$ cat src/shared/store_params_pkg.sv
// Constants, types and state records of the store-parameters handler
package store_params_pkg;

  // Object addressing
  localparam logic [15:0] STORE_INDEX = 16'h1010;
  localparam logic [7:0] SUB_ENTRY_COUNT = 8'h00;
  localparam logic [7:0] SUB_SAVE_ALL = 8'h01;

  // Register contents
  localparam logic [31:0] SAVE_MAGIC = 32'h65766173;
  localparam logic [31:0] SAVE_ALL_RESET = 32'h00000001;
  localparam logic [31:0] SAVE_ALL_DONE = 32'h00000001;
  localparam logic [31:0] ENTRY_COUNT_VAL = 32'h00000001;

  // Abort codes returned on refused requests
  localparam logic [31:0] ABORT_READ_ONLY = 32'h06010002;
  localparam logic [31:0] ABORT_NO_OBJECT = 32'h06020000;
  localparam logic [31:0] ABORT_NO_SUB = 32'h06090011;
  localparam logic [31:0] ABORT_BAD_VALUE = 32'h06090030;
  localparam logic [31:0] ABORT_NOT_STORED = 32'h08000020;

  // Timing
  localparam int unsigned CLK_HZ = 40000000;
  localparam int unsigned BACKUP_MAX_S = 10;
  localparam int unsigned BACKUP_MAX_CYC = BACKUP_MAX_S * CLK_HZ;

  // Object table
  localparam int unsigned OBJ_IDX_W = 16;
  localparam int unsigned NUM_OBJ_DEFAULT = 256;

  typedef struct packed {
    logic write;
    logic [15:0] index;
    logic [7:0] sub;
    logic [31:0] data;
  } sdo_req_s;

  typedef struct packed {
    logic abort;
    logic [31:0] code;
    logic [31:0] data;
  } sdo_rsp_s;

  typedef enum logic [1:0] {W_IDLE, W_READ, W_CHECK, W_WRITE} walk_state_e;

  typedef struct packed {
    walk_state_e state;
    logic [OBJ_IDX_W-1:0] idx;
    logic ee_wr;
    logic [31:0] ee_data;
    logic done;
    logic ok;
    logic cr_seen;
  } walk_state_s;

  typedef struct packed {
    logic busy;
    logic ready;
    logic [31:0] save_val;
    logic rsp_valid;
    sdo_rsp_s rsp;
    logic start;
    logic restart_pending;
    logic [31:0] timer;
  } ctl_state_s;

endpackage : store_params_pkg

$ cat src/rtl/nvm_backup_walker.sv
// Walks the object table and copies flagged objects into EEPROM
`timescale 1ns/1ps
module nvm_backup_walker
  import store_params_pkg::*;
#(
  parameter int unsigned NUM_OBJ = NUM_OBJ_DEFAULT
) (
  // Clock and reset
  input wire logic sys_clk_i,
  input wire logic sys_rst_i,
  // Control
  input wire logic start_i,
  input wire logic abort_i,
  input wire logic uv_alarm_i,
  output logic done_o,
  output logic ok_o,
  output logic cr_o,
  // Object RAM, one-cycle read
  output logic [OBJ_IDX_W-1:0] obj_addr_o,
  input wire logic obj_nv_i,
  input wire logic obj_cr_i,
  input wire logic [31:0] obj_data_i,
  // EEPROM write port
  output logic ee_wr_o,
  output logic [OBJ_IDX_W-1:0] ee_addr_o,
  output logic [31:0] ee_data_o,
  input wire logic ee_done_i
);

  localparam logic [OBJ_IDX_W-1:0] LAST_IDX = OBJ_IDX_W'(NUM_OBJ - 1);

  walk_state_s st;
  walk_state_s next_st;

  always_comb
  begin
    next_st = st;
    next_st.done = 1'b0;
    case (st.state)
      W_IDLE:
      begin
        if (start_i)
        begin
          next_st.idx = '0;
          next_st.cr_seen = 1'b0;
          next_st.state = W_READ;
        end
      end
      W_READ:
      begin
        next_st.state = W_CHECK;
      end
      W_CHECK:
      begin
        if (uv_alarm_i)
        begin
          // EEPROM unreachable, finish as failed
          next_st.state = W_IDLE;
          next_st.done = 1'b1;
          next_st.ok = 1'b0;
        end
        else if (obj_nv_i)
        begin
          next_st.ee_wr = 1'b1;
          next_st.ee_data = obj_data_i;
          next_st.cr_seen = st.cr_seen | obj_cr_i;
          next_st.state = W_WRITE;
        end
        else if (st.idx == LAST_IDX)
        begin
          next_st.state = W_IDLE;
          next_st.done = 1'b1;
          next_st.ok = 1'b1;
        end
        else
        begin
          next_st.idx = st.idx + 1'b1;
          next_st.state = W_READ;
        end
      end
      W_WRITE:
      begin
        if (uv_alarm_i)
        begin
          // Write strobe withdrawn at once; the word is lost
          next_st.ee_wr = 1'b0;
          next_st.state = W_IDLE;
          next_st.done = 1'b1;
          next_st.ok = 1'b0;
        end
        else if (ee_done_i)
        begin
          next_st.ee_wr = 1'b0;
          if (st.idx == LAST_IDX)
          begin
            next_st.state = W_IDLE;
            next_st.done = 1'b1;
            next_st.ok = 1'b1;
          end
          else
          begin
            next_st.idx = st.idx + 1'b1;
            next_st.state = W_READ;
          end
        end
      end
      default:
      begin
        next_st.state = W_IDLE;
      end
    endcase
    if (abort_i)
    begin
      next_st.state = W_IDLE;
      next_st.ee_wr = 1'b0;
      next_st.done = 1'b0;
    end
  end

  always_ff @(posedge sys_clk_i)
  begin
    if (sys_rst_i)
    begin
      st <= '{state: W_IDLE, idx: '0, ee_wr: 1'b0, ee_data: '0, done: 1'b0, ok: 1'b0,
              cr_seen: 1'b0};
    end
    else
    begin
      st <= next_st;
    end
  end

  assign done_o = st.done;
  assign ok_o = st.ok;
  assign cr_o = st.cr_seen;
  assign obj_addr_o = st.idx;
  assign ee_wr_o = st.ee_wr;
  assign ee_addr_o = st.idx;
  assign ee_data_o = st.ee_data;
endmodule : nvm_backup_walker

$ cat src/rtl/store_params_nvm_handler.sv
// Store-parameters object handler: save-all trigger, abort answers, backup control
//
// What this block does
// - Magic value on save-all starts EEPROM backup
// - Only non-volatile flagged objects are written
// - Save-all reads one after backup ends
// - Save-all reads one after power-on
// - Entry-count subindex is read-only, returns one
// - Write to entry-count subindex is aborted
// - Non-magic save-all write aborted, no backup
// - No mailbox command accepted during backup
// - Backup bounded by ten seconds
// - No EEPROM storing under control-power undervoltage
// - Saved restart-type objects need power cycle
`timescale 1ns/1ps
module store_params_nvm_handler
  import store_params_pkg::*;
#(
  parameter int unsigned NUM_OBJ = NUM_OBJ_DEFAULT,
  parameter int unsigned TIMEOUT_CYC = BACKUP_MAX_CYC
) (
  // Clock and reset
  input wire logic sys_clk_i,
  input wire logic sys_rst_i,
  // Mailbox request
  input wire logic req_valid_i,
  input wire sdo_req_s req_i,
  output logic req_ready_o,
  // Mailbox answer
  output logic rsp_valid_o,
  output sdo_rsp_s rsp_o,
  // Drive status
  input wire logic uv_alarm_i,
  output logic busy_o,
  output logic restart_pending_o,
  // Object RAM
  output logic [OBJ_IDX_W-1:0] obj_addr_o,
  input wire logic obj_nv_i,
  input wire logic obj_cr_i,
  input wire logic [31:0] obj_data_i,
  // EEPROM write port
  output logic ee_wr_o,
  output logic [OBJ_IDX_W-1:0] ee_addr_o,
  output logic [31:0] ee_data_o,
  input wire logic ee_done_i
);

  localparam logic [31:0] TIMER_LAST = 32'(TIMEOUT_CYC - 1);

  ctl_state_s st;
  ctl_state_s next_st;

  logic accept;
  logic is_store_obj;
  logic magic_hit;
  logic timed_out;
  logic bk_done;
  logic bk_ok;
  logic bk_cr;

  // Ready is registered low while busy, so nothing slips in
  assign accept = req_valid_i && st.ready;
  assign is_store_obj = req_i.index == STORE_INDEX;
  assign magic_hit = req_i.data == SAVE_MAGIC;
  assign timed_out = st.busy && (st.timer == TIMER_LAST);

  nvm_backup_walker #(
    .NUM_OBJ(NUM_OBJ)
  ) u_walker (
    .sys_clk_i(sys_clk_i),
    .sys_rst_i(sys_rst_i),
    .start_i(st.start),
    .abort_i(timed_out),
    .uv_alarm_i(uv_alarm_i),
    .done_o(bk_done),
    .ok_o(bk_ok),
    .cr_o(bk_cr),
    .obj_addr_o(obj_addr_o),
    .obj_nv_i(obj_nv_i),
    .obj_cr_i(obj_cr_i),
    .obj_data_i(obj_data_i),
    .ee_wr_o(ee_wr_o),
    .ee_addr_o(ee_addr_o),
    .ee_data_o(ee_data_o),
    .ee_done_i(ee_done_i)
  );

  always_comb
  begin
    next_st = st;
    next_st.rsp_valid = 1'b0;
    next_st.start = 1'b0;
    if (accept)
    begin
      next_st.rsp_valid = 1'b1;
      next_st.rsp = '{abort: 1'b0, code: '0, data: '0};
      if (!is_store_obj)
      begin
        next_st.rsp.abort = 1'b1;
        next_st.rsp.code = ABORT_NO_OBJECT;
      end
      else if (req_i.sub == SUB_ENTRY_COUNT)
      begin
        if (req_i.write)
        begin
          next_st.rsp.abort = 1'b1;
          next_st.rsp.code = ABORT_READ_ONLY;
        end
        else
        begin
          next_st.rsp.data = ENTRY_COUNT_VAL;
        end
      end
      else if (req_i.sub == SUB_SAVE_ALL)
      begin
        if (!req_i.write)
        begin
          next_st.rsp.data = st.save_val;
        end
        else if (!magic_hit)
        begin
          next_st.rsp.abort = 1'b1;
          next_st.rsp.code = ABORT_BAD_VALUE;
        end
        else if (uv_alarm_i)
        begin
          // Refused up front: EEPROM is out of reach
          next_st.rsp.abort = 1'b1;
          next_st.rsp.code = ABORT_NOT_STORED;
          next_st.save_val = SAVE_ALL_DONE;
        end
        else
        begin
          // Answer is held back until the backup ends
          next_st.rsp_valid = 1'b0;
          next_st.busy = 1'b1;
          next_st.ready = 1'b0;
          next_st.start = 1'b1;
          next_st.save_val = req_i.data;
          next_st.timer = '0;
        end
      end
      else
      begin
        next_st.rsp.abort = 1'b1;
        next_st.rsp.code = ABORT_NO_SUB;
      end
    end
    if (st.busy)
    begin
      next_st.timer = st.timer + 32'h1;
      if (timed_out || bk_done)
      begin
        // Completion is only honoured while the busy flag stands
        next_st.busy = 1'b0;
        next_st.ready = 1'b1;
        next_st.save_val = SAVE_ALL_DONE;
        next_st.rsp_valid = 1'b1;
        next_st.rsp.data = '0;
        next_st.rsp.abort = timed_out || !bk_ok;
        next_st.rsp.code = (timed_out || !bk_ok) ? ABORT_NOT_STORED : 32'h0;
        // Restart-type objects only act after the next power-up
        if (!timed_out && bk_cr)
        begin
          next_st.restart_pending = 1'b1;
        end
      end
    end
  end

  always_ff @(posedge sys_clk_i)
  begin
    if (sys_rst_i)
    begin
      st <= '{busy: 1'b0, ready: 1'b1, save_val: SAVE_ALL_RESET,
              rsp_valid: 1'b0, rsp: '{abort: 1'b0, code: '0, data: '0},
              start: 1'b0, restart_pending: 1'b0, timer: '0};
    end
    else
    begin
      st <= next_st;
    end
  end

  assign req_ready_o = st.ready;
  assign rsp_valid_o = st.rsp_valid;
  assign rsp_o = st.rsp;
  assign busy_o = st.busy;
  assign restart_pending_o = st.restart_pending;
endmodule : store_params_nvm_handler

$ cat config.mk
export PLATFORM = sky130hd
export DESIGN_NAME = store_params_nvm_handler
export DESIGN_NICKNAME = d
export VERILOG_FILES = /design/src/shared/store_params_pkg.sv /design/src/rtl/nvm_backup_walker.sv /design/src/rtl/store_params_nvm_handler.sv
export SDC_FILE = /design/constraint.sdc
export NUM_CORES = 1
export LEC_CHECK = 0
export ABC_CLOCK_PERIOD_IN_PS = 2210
export BUFFER_PORTS_ARGS = -buffer_cell sky130_fd_sc_hd__buf_2
export CORE_UTILIZATION = 47
export CTS_CLUSTER_DIAMETER = 200
export CTS_CLUSTER_SIZE = 28
export DETAILED_ROUTE_END_ITERATION = 8
export PLACE_DENSITY = 0.76
export RECOVER_POWER = 25
export REMOVE_ABC_BUFFERS = 1
export SLEW_MARGIN = 25
export SYNTH_ARGS = -nofsm -noshare
export SYNTH_HDL_FRONTEND = slang
export SYNTH_SLANG_ARGS = --single-unit
$ cat constraint.sdc
create_clock -name sys_clk_i -period 2.21 [get_ports sys_clk_i]
set_input_delay 0.1105 -clock sys_clk_i [delete_from_list [all_inputs] [get_ports sys_clk_i]]
set_output_delay 0.1105 -clock sys_clk_i [all_outputs]
set_load 0.05 [all_outputs]
## Word-level counts from Yosys, hierarchy flattened

Index checks and enable logic that the tools add are counted.

- Add/subtract/negate cells: 2
- Eq/ne operators: 18
- Mux-type cells: 59
- Bitwise gates (word level): 7
- Reductions and logical operators: 27

Operators with widths:

| kind | number |
|---|---|
| $mux W32 | 10 |
| $mux W33 | 8 |
| $mux W100 | 2 |
| $mux W35 | 4 |
| $mux W101 | 1 |
| $mux W68 | 1 |
| $mux W65 | 1 |
| $mux W49 | 1 |
| $mux W16 | 3 |
| $pmux W16 S3 | 1 |
| $add A32 B1 Y32 const B | 1 |
| $eq A32 B29 Y1 const B | 1 |
| $eq A32 B31 Y1 const B | 1 |
| $mux W28 | 1 |
| $mux W19 | 1 |
| $mux W18 | 1 |
| $mux W2 | 9 |
| $add A16 B1 Y16 const B | 1 |
| $eq A16 B13 Y1 const B | 1 |
| $eq A16 B8 Y1 const B | 1 |
| $ne A2 B2 Y1 const B | 7 |
| $reduce_bool A2 Y1 | 7 |
| $mux W1 | 11 |
| $reduce_and A3 Y1 | 3 |
| 22 further kinds | 35 |

- Register bits after elaboration: 188
- Input bits: 96
- Output and inout port bits: 134
- Logic and storage cells: 130

## Longest topological paths before layout

- Depth after elaboration: 9
- Gate-level depth with buffers: 9
- Gate-level depth less buffers: 6

## By module

Synthesis repeated with hierarchy kept, for this count alone.

- Cell total of the unflattened synthesis: 913
- Area total of the unflattened synthesis: 8289.2 sq um

Modules (own cells, without submodules):

| module | instances | cells each | area each (sq um) | sequential area each (sq um) |
|---|---|---|---|---|
| store_params_nvm_handler | 1 | 577 | 5540.3 | 2682.6 |
| nvm_backup_walker | 1 | 336 | 2748.9 | 1081.0 |

## Worst setup path before layout

OpenSTA, ideal clock, no wires.

- Path kind: register to register
- Start: reg st, in the netlist busy_o
- End: reg st, in the netlist busy_o
- Library setup time: 0.128 ns
- Arrival time: 2.176 ns
- Data required time: 2.082 ns
- Path slack: -0.094 ns
- Stages on the path, launching flop included: 8
- Path buffers: 3
- Period minus slack after synthesis: 2.304 ns
- Cell sequence: dfxtp_1 -> clkbuf_1 -> nor4b_1 -> and3_1 -> a41o_1 -> clkbuf_1 -> clkbuf_1 -> nor2_1

- Longest elaborated chain between the ends: 9
- Elaborated cells on any way between the ends: 11
- Those cells by class: mux: 9; reduce/logical: 2

RTL lines:

| what | line | RTL |
|---|---|---|
| start, declared | store_params_nvm_handler.sv:50 | `ctl_state_s st;` |
| start signal, assigned | store_params_nvm_handler.sv:175 | `st <= '{busy: 1'b0, ready: 1'b1, save_val: SAVE_ALL_RESET,` |
| start signal, assigned | store_params_nvm_handler.sv:181 | `st <= next_st;` |
| $mux W2 | store_params_nvm_handler.sv:125 | `else if (uv_alarm_i)` |
| $mux W35 | store_params_nvm_handler.sv:120 | `else if (!magic_hit)` |
| $mux W68 | store_params_nvm_handler.sv:116 | `if (!req_i.write)` |
| $mux W35 | store_params_nvm_handler.sv:114 | `else if (req_i.sub == SUB_SAVE_ALL)` |
| $mux W35 | store_params_nvm_handler.sv:102 | `else if (req_i.sub == SUB_ENTRY_COUNT)` |
| $mux W35 | store_params_nvm_handler.sv:97 | `if (!is_store_obj)` |
| $mux W101 | store_params_nvm_handler.sv:93 | `if (accept)` |
| $mux W100 | store_params_nvm_handler.sv:152 | `if (timed_out \|\| bk_done)` |
| $mux W100 * | store_params_nvm_handler.sv:149 | `if (st.busy)` |

Every way passes the cells marked *; elsewhere a longest branch is shown, timed or not.
A chain may end at the register's enable or synchronous reset.

## Final worst setup path

- Start: reg st[24] in the netlist's numbering
- End: reg st, in the netlist rsp_o[15]

- Longest elaborated chain between the ends: 5

RTL lines:

| what | line | RTL |
|---|---|---|
| $eq A32 B29 Y1 | store_params_nvm_handler.sv:65 | `assign timed_out = st.busy && (st.timer == TIMER_LAST);` |
| $logic_and A1 B1 Y1 | store_params_nvm_handler.sv:65 |  |
| $logic_or A1 B1 Y1 | store_params_nvm_handler.sv:152 |  |
| $mux W100 | store_params_nvm_handler.sv:152 |  |
| $mux W100 | store_params_nvm_handler.sv:149 |  |

No other way between the ends.

==> reports/metrics.csv <==
stage,metric,value,unit
pwr,power.leakage,3.712,nW
yosys,synthFlopType,dfxtp_1,
timing,slew_headroom,55.69,%
worst_setup_path,worstRegToRegCells,6,
timing,hold_violations,0,
timing,slew_viol_final,0,
global_route,grt_pass1_wl,31160,um
global_route,grt_overflow,0,
final_layout,final_net_count,1162,
detailed_routing,viasPerCell,5.364,
floorplan,die_w,133.1,um
floorplan,top_level_ports,230,
worst_setup_path,r2r_slack,140,ps
detailed_routing,vias,6957,
worst_setup_path,startpoint_type,flop,
timing,setup_ws,139.7,ps
global_route,antenna_found_initial,0,
final_layout,diodes,0,
yosys,synth_top_area_share,46.60,%
final_layout,fin_cells,1297,
pwr,fin_total_pwr,0.006762,W
worst_setup_path,rr_startpoint,st[24],
yosys,synth_edf_count,0,
detailed_routing,drt-pass1-iter-count,5,
min_path,whs_endpoint,req_ready_o,
detailed_routing,wl_met3,1069,um
worst_setup_path,path_cells,nand3_1 -> nor4_1 -> a41o_1 -> nor2_4 -> buf_16 -> a22o_1,
worst_setup_path,max_stage_delay,450,ps
place,gp_congestion,0.8229,
final_layout,final_layout_size_suffix_gt1_share,22.19,%
pwr,powerDensity,702.2,nW/um^2
clock_network,cts_max_level,4,
detailed_routing,drtIter0Drc,394,
worst_setup_path,criticalPathCategory,reg -> reg,
timing,finalSetupTns,0,ps
min_path,whs_path_depth,4,
detailed_routing,avgRoutedWirePerCell,15.18,um
clock_network,cts.path.max_buffers,2,
detailed_routing,top_layer,met4,
timing,setup_viol,0,
clock_network,cts_made_buffers,17,
yosys,async_flop_share,0,%
worst_setup_path,cp_num_buf_inv,1,
worst_setup_path,worstPathMaxFanout,31,
flow_run,drv_cap,0,
min_path,min_from,req_valid_i,
floorplan,die_h,133.1,um
clock_network,clk_pin_slew_worst_paths,80,ps
yosys,synth_area_per_cell,8.875,um^2
place,dp_hpwl,13530,um
place,io_buffers,229,
min_path,min_path_type,in -> reg,
clock_network,clock_latency,440,ps
worst_setup_path,end_kind,flop,
timing,max_slew.worst_pin.slew,664.6,ps
worst_setup_path,cp_top_family,simple AND/OR/NAND/NOR gates,
yosys,ys_ff_latch,188,
global_route,grt_pass1_vias,6496,
clock_network,clock_sinks,188,
yosys,yosysTopAreaCell,dfxtp_1,
clock_network,cts_setup_buffers,0,
yosys,ys_types,55,
global_route,grt_max_degree,54,
detailed_routing,wl_met1,8073,um
clock_network,cts_tree,yes,
global_route,grt_usage,21.94,%
timing,min_period,2070,ps
place,dp_cells,1230,
timing,post-route-period-util,93.68,%
floorplan,start_util,48.36,%
yosys,ys_warn_count,0,
place,dpl_worst_slack,-190.5,ps
timing,grt_setup_unrepaired,false,
worst_setup_path,startpoint,st[24],
floorplan,coreArea,16700,um^2
timing,timing.fmax,483.0,MHz
pwr,ir_drop,0.0005410,V
run_status,outcome,completed,
final_layout,finish.utilization,57.66,%
worst_setup_path,critical_path.reg2reg.endpoint,rsp_o[15],
yosys,synth_cells,910,
yosys,netlist_top_cells_area,"dfxtp_1, buf_4, a21oi_1, nand2_1, a22o_1",
detailed_routing,wl_met2,10010,um
timing,skew,13.59,ps
final_layout,area_delta_synth_final,19.23,%
worst_setup_path,cp_slowest_cell,nor4_1,
floorplan,num_rows,47,
detailed_routing,drt_wl_total,19690,um
worst_setup_path,crit_required,2540,ps
floorplan,die_area,17710,um^2
yosys,ys_seq_area_share,46.60,%
yosys,netlist_area,8076,um^2
clock_network,cts_root_buf,clkbuf_16,
detailed_routing,drtAntennaViolNets,0,
detailed_routing,drc_errors,0,
worst_setup_path,arrival,2400,ps
-- report_power, final --
group          switching, W  internal, W
Combinational      0.000152     0.000143
Clock               0.00152      0.00155
Sequential       0.00000399      0.00339
Total               0.00168      0.00508
-- cells in the mapped netlist, types with 4 or more instances --
cell,n
inv_1,11
nor4bb_1,5
a22o_1,31
o31ai_1,23
and3_1,7
nand4_1,15
a21oi_1,101
dfxtp_1,188
nor2b_1,5
buf_4,129
and2_1,41
nand2_1,101
nor3_1,7
nor4b_1,6
or3_1,19
clkbuf_1,38
nor2_1,29
o21ai_0,44
nand3_1,20
or4_1,24
and4_1,4
nor4_1,9
buf_2,4
-- stage by stage --
step,cell area (um^2),hold WS (ps)
after global routing,9629,35.16
after global placement,8746,338.6
after floorplan,6900,179.6
final,9629,44.05
after CTS,9702,25.97
after detailed placement,8746,343.5
-- worst max path at each step --
stage / end / slack [ps] / depth (start not counted)
3_3_place_gp: st[20] / -150 / 8
5_1_grt: u_walker.ee_addr_o[15] / 4 / 6
3_5_place_dp: st[26] / -190 / 8
4_1_cts: rsp_o[15] / -30 / 5
6_report: rsp_o[15] / 140 / 6
2_1_floorplan: rsp_o[10] / -1280 / 4
-- area by class of cell --
cell class                      instances  area [um^2]
Fill cell                            1475         7072
Sequential cell                       188         3764
Multi-Input combinational cell        535         3133
Timing Repair Buffer                  311         1804
Clock buffer                           17        425.4
Tap cell                              220        275.3
Clock inverter                         15        186.4
Inverter                               11        41.29
-- sequential cells by signal, summed over array words and instances (netlist names) --
signal and count:
u_walker.ee_data_o 32, req_ready_o 1, restart_pending_o 1, u_walker.ee_wr_o 1
u_walker.st 2, u_walker.done_o 1, rsp_valid_o 1, u_walker.ok_o 1
u_walker.cr_o 1, busy_o 1, st 65, rsp_o 65
u_walker.ee_addr_o 16
-- placed cells by master (no fill, tap or decap), drive strengths merged, types with 7 or more instances in the layout --
| cell type | netlist | routed |
|---|---|---|
| nand2 | 101 | 101 |
| buf | 138 | 197 |
| or4 | 25 | 25 |
| nand3 | 20 | 20 |
| clkbuf | 38 | 97 |
| dlygate4sd3 | 0 | 34 |
| nor3 | 7 | 7 |
| dfxtp | 188 | 188 |
| clkinv | 0 | 7 |
| or3 | 19 | 19 |
| nor4 | 9 | 9 |
| o21ai | 44 | 44 |
| nand4 | 15 | 15 |
| and2 | 41 | 41 |
| a22o | 31 | 31 |
| nor2 | 29 | 29 |
| inv | 11 | 19 |
| o31ai | 23 | 23 |
| and3 | 7 | 7 |
| a21oi | 101 | 101 |
-- what timing repair did --
action / in CTS / in global routing
endpoints found under the hold margin: 34 / 0
hold buffers: 34 / 0
gates resized for setup: 1 / 0
setup endpoints to repair: 48 / 0
-- logic make-up after synthesis --
| group | after synthesis | synth area share (%) |
|---|---|---|
| xor+xnor | 5 | 0.5423 |
| buf+inv | 187 | 15.07 |
| fa+ha+maj | 2 | 0.3098 |
| flops | 188 | 46.60 |
| simple gates | 307 | 20.71 |
| compound gates | 220 | 16.64 |
| mux | 1 | 0.1239 |
-- worst min-delay path, stage by stage --
cell and delay [ps]:
buf_2 130, o21ai_0 70, o41ai_1 70, nand3_1 70
-- metal layers --
layer | track usage [%] | vias up
met4 | 9.962 | 0
met5 | 0 | -
met2 | 39.03 | 217
met3 | 5.211 | 43
li1 | - | 3414
met1 | 24.71 | 3283
No activity file was read; power rests on OpenSTA's default activity.
